$ cat src/common/flash_ctl_map.svh
`ifndef FLASH_CTL_MAP_SVH
`define FLASH_CTL_MAP_SVH
// command bytes
`define CMD_READ_ARRAY 8'hFF
`define CMD_READ_ID 8'h90
`define CMD_READ_STATUS 8'h70
`define CMD_CLEAR_STATUS 8'h50
`define CMD_ERASE_SETUP 8'h20
`define CMD_CONFIRM 8'hD0
`define CMD_SUSPEND 8'hB0
`define CMD_WRITE_SETUP 8'h40
`define CMD_WRITE_SETUP_ALT 8'h10
// identifier addresses
`define ID_ADDR_MFR 20'h0_0000
`define ID_ADDR_DEV 20'h0_0001
// status bit positions
`define SR_READY_BIT 7
`define SR_SUSPEND_BIT 6
`define SR_ERASE_ERR_BIT 5
`define SR_WRITE_ERR_BIT 4
`define SR_SUPPLY_ERR_BIT 3
// timing in ns; wake times from powerdown_reset_n rising
`define WAKE_TO_READ_NS 400
`define WAKE_TO_WRITE_NS 1000
`define CLK_PERIOD_NS 10
// strobe phase lengths in cycles
`define SETUP_CYCLES 4'h2
`define STROBE_CYCLES 4'h4
`define HOLD_CYCLES 4'h2
`endif

$ cat src/common/flash_ctl_pkg.sv
package flash_ctl_pkg;
  typedef enum logic [2:0] {
    OP_READ,
    OP_WRITE,
    OP_POWERDOWN,
    OP_WAKE
  } op_e;
  typedef enum logic [2:0] {
    ST_IDLE,
    ST_SETUP,
    ST_STROBE,
    ST_HOLD,
    ST_SLEEP,
    ST_WAKE
  } state_e;
endpackage : flash_ctl_pkg

$ cat src/common/flash_phase_if.sv
`timescale 1ns/100ps
`default_nettype none
// timer handshake between the sequencer and its phase counter
interface flash_phase_if;
  logic start;
  logic [15:0] length;
  logic done;
  modport owner (output start, output length, input done);
  modport timer (input start, input length, output done);
endinterface : flash_phase_if
`default_nettype wire

$ cat src/core/flash_phase_timer.sv
`timescale 1ns/100ps
`default_nettype none
module flash_phase_timer (
  input wire logic clk_sys,
  input wire logic rst,
  flash_phase_if.timer ph
);
  logic [15:0] count;
  logic running;

  // loads on start, pulses done when the count reaches one
  always_ff @(posedge clk_sys or posedge rst) begin
    if (rst) begin
      count <= 16'h0000;
      running <= 1'b0;
    end else if (ph.start) begin
      count <= ph.length;
      running <= 1'b1;
    end else if (running) begin
      count <= count - 16'h0001;
      if (count <= 16'h0001) begin
        running <= 1'b0;
      end
    end
  end

  // done is not masked by start, so the owner can chain phases without a loop
  assign ph.done = running && (count <= 16'h0001);
endmodule : flash_phase_timer
`default_nettype wire

$ cat src/core/flash_host_ctl.sv
`timescale 1ns/100ps
`default_nettype none
`include "flash_ctl_map.svh"
// Contract
// - host writes read-mode command before reads
// - drive read only with ce,oe low
// - never oe and we low together
// - erase/write needs setup then confirm
// - wait wake-to-read before first read
// - wait wake-to-write before any write
// - data latched on write strobe rise
// - FFH selects array read
module flash_host_ctl #(
  parameter int ADDR_W = 20,
  parameter int WAKE_READ_CYC = (`WAKE_TO_READ_NS + `CLK_PERIOD_NS - 1) / `CLK_PERIOD_NS,
  parameter int WAKE_WRITE_CYC = (`WAKE_TO_WRITE_NS + `CLK_PERIOD_NS - 1) / `CLK_PERIOD_NS
) (
  input wire logic clk_sys,
  input wire logic rst,
  input wire logic req_valid,
  output logic req_ready,
  input wire flash_ctl_pkg::op_e req_op,
  input wire logic [ADDR_W-1:0] req_addr,
  input wire logic [7:0] req_wdata,
  output logic rsp_valid,
  output logic [7:0] rsp_rdata,
  output logic busy,
  output logic write_allowed,
  output logic [ADDR_W-1:0] addr,
  output logic chip_select_n,
  output logic output_drive_n,
  output logic write_strobe_n,
  output logic powerdown_reset_n,
  input wire logic [7:0] data_lines_in,
  output logic [7:0] data_lines_out,
  output logic data_lines_oe,
  input wire logic ready_busy_n
);
  flash_phase_if ph ();
  flash_phase_timer u_timer (
    .clk_sys(clk_sys),
    .rst(rst),
    .ph(ph)
  );

  flash_ctl_pkg::state_e state;
  flash_ctl_pkg::state_e next_state;
  flash_ctl_pkg::op_e op;
  flash_ctl_pkg::op_e eff_op;
  logic [15:0] wake_count;
  logic [7:0] din_meta;
  logic [7:0] din_sync;
  logic rb_meta;
  logic rb_sync;
  logic wrote_setup;

  // sizes a phase length for the timer
  function automatic logic [15:0] len16(input int n);
    len16 = (n < 1) ? 16'h0001 : 16'(n);
  endfunction : len16

  // is this byte a two-write setup command
  function automatic logic is_setup(input logic [7:0] b);
    is_setup = (b == `CMD_ERASE_SETUP) || (b == `CMD_WRITE_SETUP) ||
      (b == `CMD_WRITE_SETUP_ALT);
  endfunction : is_setup

  // two-flop synchronisers on pins
  always_ff @(posedge clk_sys or posedge rst) begin
    if (rst) begin
      din_meta <= 8'h00;
      din_sync <= 8'h00;
      rb_meta <= 1'b1;
      rb_sync <= 1'b1;
    end else begin
      din_meta <= data_lines_in;
      din_sync <= din_meta;
      rb_meta <= ready_busy_n;
      rb_sync <= rb_meta;
    end
  end
  assign busy = !rb_sync;

  // next state selection
  always_comb begin
    next_state = state;
    case (state)
      flash_ctl_pkg::ST_IDLE: begin
        if (req_valid && req_ready) begin
          if (req_op == flash_ctl_pkg::OP_POWERDOWN) begin
            next_state = flash_ctl_pkg::ST_SLEEP;
          end else if (req_op == flash_ctl_pkg::OP_WAKE) begin
            next_state = flash_ctl_pkg::ST_IDLE;
          end else begin
            next_state = flash_ctl_pkg::ST_SETUP;
          end
        end
      end
      flash_ctl_pkg::ST_SETUP: begin
        if (ph.done) begin
          next_state = flash_ctl_pkg::ST_STROBE;
        end
      end
      flash_ctl_pkg::ST_STROBE: begin
        if (ph.done) begin
          next_state = flash_ctl_pkg::ST_HOLD;
        end
      end
      flash_ctl_pkg::ST_HOLD: begin
        if (ph.done) begin
          next_state = flash_ctl_pkg::ST_IDLE;
        end
      end
      flash_ctl_pkg::ST_SLEEP: begin
        if (req_valid && req_op == flash_ctl_pkg::OP_WAKE) begin
          next_state = flash_ctl_pkg::ST_WAKE;
        end
      end
      flash_ctl_pkg::ST_WAKE: begin
        if (wake_count >= len16(WAKE_READ_CYC)) begin
          next_state = flash_ctl_pkg::ST_IDLE;
        end
      end
      default: next_state = flash_ctl_pkg::ST_IDLE;
    endcase
  end

  // request accepted when idle, or a wake while asleep; writes also wait for wake-to-write
  assign req_ready = (state == flash_ctl_pkg::ST_IDLE) &&
    (write_allowed || req_op != flash_ctl_pkg::OP_WRITE) ||
    (state == flash_ctl_pkg::ST_SLEEP && req_op == flash_ctl_pkg::OP_WAKE);

  // op of the cycle being started; the captured op lags the accept edge by one
  assign eff_op = (state == flash_ctl_pkg::ST_IDLE) ? req_op : op;

  // phase timer starts on each phase entry
  always_comb begin
    ph.start = 1'b0;
    ph.length = len16(`SETUP_CYCLES);
    if (next_state != state) begin
      case (next_state)
        flash_ctl_pkg::ST_SETUP: begin
          ph.start = 1'b1;
          ph.length = len16(`SETUP_CYCLES);
        end
        flash_ctl_pkg::ST_STROBE: begin
          ph.start = 1'b1;
          ph.length = len16(`STROBE_CYCLES);
        end
        flash_ctl_pkg::ST_HOLD: begin
          ph.start = 1'b1;
          ph.length = len16(`HOLD_CYCLES);
        end
        default: ph.start = 1'b0;
      endcase
    end
  end

  // state register
  always_ff @(posedge clk_sys or posedge rst) begin
    if (rst) begin
      state <= flash_ctl_pkg::ST_IDLE;
    end else begin
      state <= next_state;
    end
  end

  // captured request
  always_ff @(posedge clk_sys or posedge rst) begin
    if (rst) begin
      op <= flash_ctl_pkg::OP_READ;
      addr <= '0;
      data_lines_out <= 8'h00;
    end else if (state == flash_ctl_pkg::ST_IDLE && req_valid && req_ready) begin
      op <= req_op;
      addr <= req_addr;
      data_lines_out <= req_wdata;
    end
  end

  // tracks a setup write still waiting for its confirm or data write
  always_ff @(posedge clk_sys or posedge rst) begin
    if (rst) begin
      wrote_setup <= 1'b0;
    end else if (state == flash_ctl_pkg::ST_SLEEP) begin
      wrote_setup <= 1'b0;
    end else if (state == flash_ctl_pkg::ST_HOLD && ph.done &&
        op == flash_ctl_pkg::OP_WRITE) begin
      wrote_setup <= !wrote_setup && is_setup(data_lines_out);
    end
  end

  // wake interval counter since powerdown_reset_n rose
  always_ff @(posedge clk_sys or posedge rst) begin
    if (rst) begin
      wake_count <= 16'h0000;
    end else if (state == flash_ctl_pkg::ST_SLEEP) begin
      wake_count <= 16'h0000;
    end else if (wake_count != 16'hFFFF) begin
      wake_count <= wake_count + 16'h0001;
    end
  end
  assign write_allowed = wake_count >= len16(WAKE_WRITE_CYC);

  // pin drive; oe and we never low together
  always_ff @(posedge clk_sys or posedge rst) begin
    if (rst) begin
      chip_select_n <= 1'b1;
      output_drive_n <= 1'b1;
      write_strobe_n <= 1'b1;
      powerdown_reset_n <= 1'b1;
      data_lines_oe <= 1'b0;
    end else begin
      powerdown_reset_n <= (next_state != flash_ctl_pkg::ST_SLEEP);
      chip_select_n <= !(next_state == flash_ctl_pkg::ST_SETUP ||
        next_state == flash_ctl_pkg::ST_STROBE || next_state == flash_ctl_pkg::ST_HOLD);
      output_drive_n <= !(op == flash_ctl_pkg::OP_READ &&
        (next_state == flash_ctl_pkg::ST_STROBE));
      write_strobe_n <= !(op == flash_ctl_pkg::OP_WRITE &&
        next_state == flash_ctl_pkg::ST_STROBE);
      data_lines_oe <= eff_op == flash_ctl_pkg::OP_WRITE &&
        (next_state == flash_ctl_pkg::ST_SETUP || next_state == flash_ctl_pkg::ST_STROBE ||
        next_state == flash_ctl_pkg::ST_HOLD);
    end
  end

  // read data sampled at end of strobe
  always_ff @(posedge clk_sys or posedge rst) begin
    if (rst) begin
      rsp_valid <= 1'b0;
      rsp_rdata <= 8'h00;
    end else begin
      rsp_valid <= state == flash_ctl_pkg::ST_HOLD && ph.done;
      if (state == flash_ctl_pkg::ST_STROBE && ph.done && op == flash_ctl_pkg::OP_READ) begin
        rsp_rdata <= din_sync;
      end
    end
  end

  a_no_oe_we_low: assert property (@(posedge clk_sys) disable iff (rst)
    !(!output_drive_n && !write_strobe_n)) else $error("oe and we low together");
  a_read_gating: assert property (@(posedge clk_sys) disable iff (rst)
    !output_drive_n |-> !chip_select_n && write_strobe_n && powerdown_reset_n)
    else $error("read drive without proper pins");
  a_wake_write: assert property (@(posedge clk_sys) disable iff (rst)
    $fell(write_strobe_n) |-> write_allowed) else $error("write before wake time");
  a_wake_read: assert property (@(posedge clk_sys) disable iff (rst)
    $rose(powerdown_reset_n) |-> output_drive_n [*8]) else $error("read too early");
  a_data_held: assert property (@(posedge clk_sys) disable iff (rst)
    $rose(write_strobe_n) |-> data_lines_oe && $stable(data_lines_out))
    else $error("data not held at strobe rise");
  a_setup_pair: assert property (@(posedge clk_sys) disable iff (rst)
    !output_drive_n |-> !wrote_setup) else $error("read between setup and confirm");
  a_sleep_quiet: assert property (@(posedge clk_sys) disable iff (rst)
    !powerdown_reset_n |-> chip_select_n && output_drive_n && write_strobe_n &&
    !data_lines_oe) else $error("bus active in powerdown");
endmodule : flash_host_ctl
`default_nettype wire

$ cat config.mk
export PLATFORM = sky130hd
export DESIGN_NAME = flash_host_ctl
export DESIGN_NICKNAME = d
export VERILOG_FILES = /design/src/common/flash_ctl_pkg.sv /design/src/common/flash_phase_if.sv /design/src/core/flash_phase_timer.sv /design/src/core/flash_host_ctl.sv
export VERILOG_INCLUDE_DIRS = /design/src /design/src/common
export SDC_FILE = /design/constraint.sdc
export NUM_CORES = 1
export LEC_CHECK = 0
export ABC_AREA = 1
export BUFFER_PORTS_ARGS = -buffer_cell sky130_fd_sc_hd__buf_4
export CAP_MARGIN = 40
export CORE_MARGIN = 2
export CORE_UTILIZATION = 50
export CTS_CLUSTER_DIAMETER = 50
export DETAILED_ROUTE_END_ITERATION = 8
export GPL_TIMING_DRIVEN = 0
export PLACE_DENSITY = 0.72
export SLEW_MARGIN = 10
export SYNTH_ARGS = -nofsm -noshare
export SYNTH_HDL_FRONTEND = slang
export SYNTH_SLANG_ARGS = --single-unit
export TNS_END_PERCENT = 20
$ cat constraint.sdc
create_clock -name clk_sys -period 8.8 [get_ports clk_sys]
set_clock_uncertainty 0.05 [all_clocks]
set_input_delay 0.44 -clock clk_sys [delete_from_list [all_inputs] [get_ports clk_sys]]
set_output_delay 0.44 -clock clk_sys [all_outputs]
set_load 0.02 [all_outputs]
==> impl_metrics.tcl, run 1 <==
set metrics [dict create \
    status "finished clean" \
    synth_edf_count 0 \
    async_flop_share_pct 100 \
    fin_util_pct 62.7 \
    grt_usage_pct 19.9 \
    finalMaxSlewViolations 0 \
    fmax_mhz 446 \
    grt_pass1_vias 3464 \
    syn-cell-area_sq_um 4360 \
    nets 611 \
    drv_cap 0 \
    vias 3397 \
    wirelength_mm 8.99 \
    first_pass_iters 5 \
    gp_congestion 0.909 \
    fp.dieArea_sq_um 9470 \
    route.detailed.drc 0 \
    h-tree-depth 3 \
    fin_crit_ps 2240 \
    num_rows 34 \
    cts_setup_buffers 0 \
    grt_overflow 0 \
    clock-sinks 99 \
    hold_buffers 0 \
    drt.antenna.violating_nets 0 \
    ys_types 36 \
    yosysWarnings 0 \
    max_slew_margin_pct 52.7 \
    clk_pin_slew_ps 110 \
    synth-seq-cells 99 \
    clockRootBuffer "clkbuf_8" \
    crit_type "flip-flop to flip-flop" \
    worstReg2RegStart "u_timer.count[0]$_DFFE_PP0P_" \
    drtIter0Drc 176 \
    die_y_um 97.3 \
    cp-end-kind "flip-flop" \
    synth-xor-area-share_pct 1.81 \
    seq_area_frac_synth_pct 57.1 \
    timing.critical_path.fanout_max 10 \
    synthCells 465 \
    grt_max_degree 59 \
    synth.area.mux_share_pct 2.07 \
    netlist_top_cells_area "dfrtp_1 (53%), nand2_1 (12%), dfstp_2 (3.6%), inv_1 (3.2%), nor2_1 (3.1%)" \
    cp.required_ps 8990 \
    cts_buffers 9 \
    period_share_pct 25.5 \
    dp_slack_ps 6570 \
    setup_tns_ps 0 \
    cts_tree "yes" \
    antenna_found_initial 0 \
    ioPinCount 88 \
    routedWlPerCell_um 13.3 \
    place_hpwl_mm 6.75 \
    viasPerCell 5.02 \
    peakVddDrop_mv 0.182 \
    nFillCells 754 \
    finalSetupViolCount 0 \
    coreArea_sq_um 8590 \
    synth_adder_area_share_pct 1.15 \
    grt_pass1_wl_mm 15.4 \
    crit_start "u_timer.count[0]$_DFFE_PP0P_" \
    worst_pin_slew_ps 710 \
    startpoint_type "flip-flop" \
    die_x_um 97.3 \
    avgSynthCellArea_sq_um 9.37 \
    synth-compound-area-share_pct 5.06 \
    synth_top_family_by_area "simple AND/OR/NAND/NOR gates" \
    syn_nets 512 \
    final.setup.worst_slack_ps 6560 \
    hold_viol 0 \
    hold_start "data_lines_in[3]" \
    p_per_area_nw_per_um2 293 \
    rsz0062_at_grt "false" \
    crit_arrival_ps 2430 \
    area_growth_pct 23.6 \
    clk_latency_ps 360 \
    ctsLongestPathBuffers 2 \
    n_antenna_cell 0 \
    final_layout_size_suffix_gt1_share_pct 29.3 \
    io_buffers 87 \
    initial_core_util_pct 50.7 \
    p_leak_nw 2.74 \
    cts_resized 0 \
    synth-simple-area-share_pct 28.2 \
    yosysTopAreaCell "dfrtp_1" \
    hp-class "input pin to flip-flop" \
    yosysTopAreaCellShare_pct 53.4 \
    synth_top_flop_cell "dfrtp_1" \
]
==> worst paths after layout <==
path	end	slack, ps	depth (start not counted)
worst max-delay path	u_timer.count[7]$_DFFE_PP0P_	6560	14
worst min-delay path	din_meta[3]$_DFF_PP0_	130	1
worst max register to register	u_timer.count[7]$_DFFE_PP0P_	6560	14
worst min register to register	din_sync[6]$_DFF_PP0_	310	0
max in group asynchronous	powerdown_reset_n$_DFF_PP1_	7820	3
min in group asynchronous	addr[0]$_DFFE_PP0P_	150	2
==> worst max-delay path, cell delays in order, from the launching register on <==
cell     delay [ps]
dfrtp_1         390
inv_1           120
ha_1            210
nand2_2          80
nand2_1          70
nand4_1         200
nor2_1          250
nor2_2           70
nand3_4         100
nand2_1          60
nand2_1         130
nand2_4         110
inv_4            80
buf_6           160
nor3_2           50
==> cell type report <==
| class | instances | area, sq um | share of cell area (%) |
|---|---|---|---|
| sequential | 99 | 2480 | 46.2 |
| multi-input combinational | 315 | 1670 | 31.0 |
| timing repair buffer | 88 | 673 | 12.5 |
| inverter | 43 | 166 | 3.09 |
| tap | 108 | 135 | 2.51 |
| clock buffer | 9 | 124 | 2.30 |
| clock inverter | 7 | 93.8 | 1.74 |
| buffer | 8 | 37.5 | 0.697 |
==> metrics by stage <==
stage / std cells / hold WS, ps / total power [mW] / area (sq um)
after floorplan: 465 / 281 / 1.08 / 4360
after global placement: 660 / 281 / 1.27 / 5140
after detailed placement: 661 / 292 / 1.29 / 5170
after CTS: 677 / 105 / 1.59 / 5380
after global routing: 677 / 95.1 / 1.69 / 5380
final: 677 / 126 / 1.58 / 5380
==> placed cells by master, fill, tap and decap left out, types with 2 or more instances in the layout <==
| master | synthesis | routed |
|---|---|---|
| nor4_1 | 4 | 4 |
| nor2_2 | 17 | 17 |
| nand2_1 | 140 | 140 |
| nand4_1 | 7 | 7 |
| a211oi_1 | 4 | 4 |
| xnor2_1 | 4 | 4 |
| nand3_1 | 16 | 16 |
| a31oi_1 | 5 | 5 |
| a21oi_2 | 3 | 3 |
| dfrtp_1 | 93 | 93 |
| clkbuf_1 | 7 | 7 |
| nand2_2 | 4 | 4 |
| nor3_2 | 3 | 3 |
| xor2_1 | 5 | 5 |
| inv_1 | 37 | 36 |
| o21ai_0 | 16 | 16 |
| nor2_1 | 36 | 36 |
| inv_2 | 5 | 5 |
| buf_4 | 0 | 87 |
| dfstp_2 | 6 | 6 |
| a21oi_1 | 5 | 5 |
| inv_4 | 1 | 2 |
| mux2_2 | 8 | 8 |
| nor2_4 | 2 | 2 |
| nand3_2 | 6 | 6 |
| clkinv_8 | 0 | 4 |
| clkbuf_8 | 0 | 9 |
| nand2_4 | 3 | 3 |
| ha_1 | 4 | 4 |
| nor3b_1 | 4 | 4 |
| nor3_1 | 12 | 12 |
==> flip-flops by register name, summed over array words and instances (netlist names) <==
register,flops
chip_select_n,1
wake_count,16
rsp_valid,1
data_lines_out,8
rb_sync,1
din_sync,8
data_lines_oe,1
din_meta,8
addr,20
u_timer.running,1
powerdown_reset_n,1
output_drive_n,1
write_strobe_n,1
state,3
u_timer.count,16
rb_meta,1
op,3
rsp_rdata,8
==> cell families after synthesis <==
group | count (synthesis)
flops | 99
buf+inv | 51
simple gates | 258
compound gates | 36
mux | 8
fa+ha+maj | 4
xor+xnor | 9
==> routing by layer <==
metal  up-vias  track usage, %  part of all wire [%]
met5         -               0                     0
met4         0            5.24                  0.67
met3         6            5.68                   6.8
met2        97            33.5                    48
met1      1607            25.4                    45
li1       1687               -                     -
==> power by group <==
part	leakage, nW	internal [mW]	switching (mW)
clock	0.107	0.116	0.182
sequential	1.23	0.578	0.0929
combinational	1.40	0.242	0.369
==> cells in the mapped netlist (5+ instances only) <==
| cell type | number |
|---|---|
| a31oi_1 | 5 |
| nand2_1 | 140 |
| clkbuf_1 | 7 |
| dfstp_2 | 6 |
| a21oi_1 | 5 |
| mux2_2 | 8 |
| nor2_1 | 36 |
| nand4_1 | 7 |
| nand3_1 | 16 |
| dfrtp_1 | 93 |
| xor2_1 | 5 |
| nor3_1 | 12 |
| nor2_2 | 17 |
| inv_1 | 37 |
| inv_2 | 5 |
| nand3_2 | 6 |
| o21ai_0 | 16 |
Power figures use the tool's default switching activity.
==> inputs of run 2 (changes only) <==
Clock period 8.8 ns to 2.3 ns, I/O delays scaled along.
==> impl_metrics.tcl, run 2 (synthesis results as in run 1) <==
set metrics [dict create \
    status "finished clean" \
    final.setup.worst_slack_ps 71.4 \
    die_x_um 97.3 \
    largest_register_ff_count 20 \
    antenna_found_initial 0 \
    peakVddDrop_mv 0.739 \
    route.detailed.drc 0 \
    viasPerCell 5.10 \
    grt_overflow 0 \
    power.switching_mw 2.54 \
    largest-register "addr" \
    n_antenna_cell 0 \
    cp-end-kind "flip-flop" \
    netSwitchingFraction_pct 41.1 \
    die_y_um 97.3 \
    holdPathStages 3 \
    ioPinCount 88 \
    crit_arrival_ps 2430 \
    ctsLongestPathBuffers 2 \
    hold_viol 0 \
    initial_core_util_pct 50.7 \
    dp_slack_ps 54.5 \
    fp.dieArea_sq_um 9470 \
    r2r_cells 14 \
    drv_cap 0 \
    stdcell_count 718 \
    hp-class "input pin to flip-flop" \
    grt_pass1_vias 3639 \
    r2r-end "u_timer.count[7]$_DFFE_PP0P_" \
    nets 652 \
    first_pass_iters 4 \
    routedWlPerCell_um 14.1 \
    finalSetupViolCount 0 \
    min_to "op[0]$_DFFE_PP0P_" \
    h-tree-depth 3 \
    dp_cells 662 \
    timing.critical_path.fanout_max 10 \
    startpoint_type "flip-flop" \
    final_cell_mix "nand2_1 (139), dfrtp_1 (93), buf_4 (88), dlygate4sd3_1 (39)" \
    area_growth_pct 33.5 \
    wirelength_mm 10.1 \
    clk_pin_slew_ps 110 \
    worstReg2RegStart "u_timer.count[0]$_DFFE_PP0P_" \
    power_frac_seq_pct 41.8 \
    combPwrFrac_pct 39.5 \
    io_buffers 87 \
    drtIter0Drc 208 \
    fin_crit_ps 2230 \
    period_share_pct 96.9 \
    finalMaxSlewViolations 0 \
    place_hpwl_mm 6.88 \
    vias 3664 \
    layout_commonest_cell "nand2_1" \
    clock-sinks 99 \
    grt_max_degree 39 \
    coreArea_sq_um 8590 \
    clockPowerShare_pct 18.7 \
    drt.antenna.violating_nets 0 \
    reg_top3 "addr x20, u_timer.count x16, wake_count x16" \
    cp.required_ps 2500 \
    cts_tree "yes" \
    worst_pin_slew_ps 804 \
    max_slew_margin_pct 46.3 \
    clockRootBuffer "clkbuf_8" \
    internal_power_mw 3.63 \
    cts_buffers 9 \
    crit_type "flip-flop to flip-flop" \
    p_leak_nw 2.91 \
    num_rows 34 \
    p_per_area_nw_per_um2 1060 \
    final_layout_size_suffix_gt1_share_pct 28.5 \
    grt_usage_pct 22.3 \
    clk_latency_ps 370 \
    gp_congestion 0.879 \
    hold_start "req_op[0]" \
    grt_pass1_wl_mm 17.2 \
    fmax_mhz 449 \
    r2r_setup_slack_ps 70 \
]
[run 2: changes by cell type in the layout (fill, tap and decap cells not counted), sizes merged]
cell and change:
dlygate4sd3 +39, buf +2, clkinvlp +1, inv -1
[run 2: area by class of cell]
class | instances | area (sq um)
Buffer | 8 | 37.5
Inverter | 43 | 168
Clock inverter | 7 | 93.8
Sequential cell | 99 | 2480
Timing Repair Buffer | 129 | 1090
Clock buffer | 9 | 124
Fill cell | 676 | 2780
Multi-Input combinational cell | 315 | 1680
Tap cell | 108 | 135
[run 2: timing repair]
item / in CTS / in global routing
endpoints found under the hold margin: 70 / 0
resized for setup: 0 / 5
buffers inserted: 0 / 1
hold buffers: 39 / 0
setup endpoints to repair: 0 / 18
[run 2: metal layers]
metal  up-vias  part of all wire [%]  global-route usage (%)
met5         -                     0                       0
met1      1762                    41                    26.8
li1       1773                     -                       -
met4         0                   1.8                    6.41
met3        18                   6.0                    5.40
met2       111                    52                    39.9
[run 2: worst max path at each step]
| stage | start | endpoint |
|---|---|---|
| floorplan | u_timer.count[0]$_DFFE_PP0P_ | u_timer.count[7]$_DFFE_PP0P_ |
| global placement | u_timer.count[0]$_DFFE_PP0P_ | u_timer.count[7]$_DFFE_PP0P_ |
| detailed placement | u_timer.count[0]$_DFFE_PP0P_ | u_timer.count[7]$_DFFE_PP0P_ |
| CTS | u_timer.count[0]$_DFFE_PP0P_ | u_timer.count[7]$_DFFE_PP0P_ |
| global route | u_timer.count[0]$_DFFE_PP0P_ | u_timer.count[7]$_DFFE_PP0P_ |
| finish | u_timer.count[0]$_DFFE_PP0P_ | u_timer.count[7]$_DFFE_PP0P_ |
[run 2: critical path: stages (launching register included)]
cell and delay (ps):
dfrtp_1 410, inv_2 90, ha_2 200, nand2_2 80
nand2_1 80, nand4_1 240, nor2_2 250, nor2_2 70
nand3_4 100, nand2_1 70, nand2_2 100, nand2_4 90
inv_4 80, buf_6 160, nor3_2 50
[run 2: power groups by stage]
| stage | clock (mW) | combinational, mW | sequential (mW) |
|---|---|---|---|
| after detailed placement | 0 | 2.37 | 2.58 |
| after global placement | 0 | 2.29 | 2.57 |
| final | 1.15 | 2.44 | 2.58 |
| after global routing | 1.25 | 2.71 | 2.63 |
| after CTS | 1.17 | 2.42 | 2.57 |
| after floorplan | 0 | 1.31 | 2.82 |
[run 2: metrics by stage]
| step | TNS [ps] | total power, mW | utilization (%) | area, sq um | hold WS, ps |
|---|---|---|---|---|---|
| finish | 0 | 6.17 | 67.7 | 5820 | 12.3 |
| detailed placement | 0 | 4.95 | 60.4 | 5190 | 175 |
| CTS | 0 | 6.16 | 67.4 | 5800 | 4.14 |
| floorplan | 0 | 4.14 | - | 4360 | 69.5 |
| global route | -897 | 6.59 | 67.7 | 5820 | 17.5 |
| global placement | 0 | 4.87 | 59.9 | 5150 | 174 |
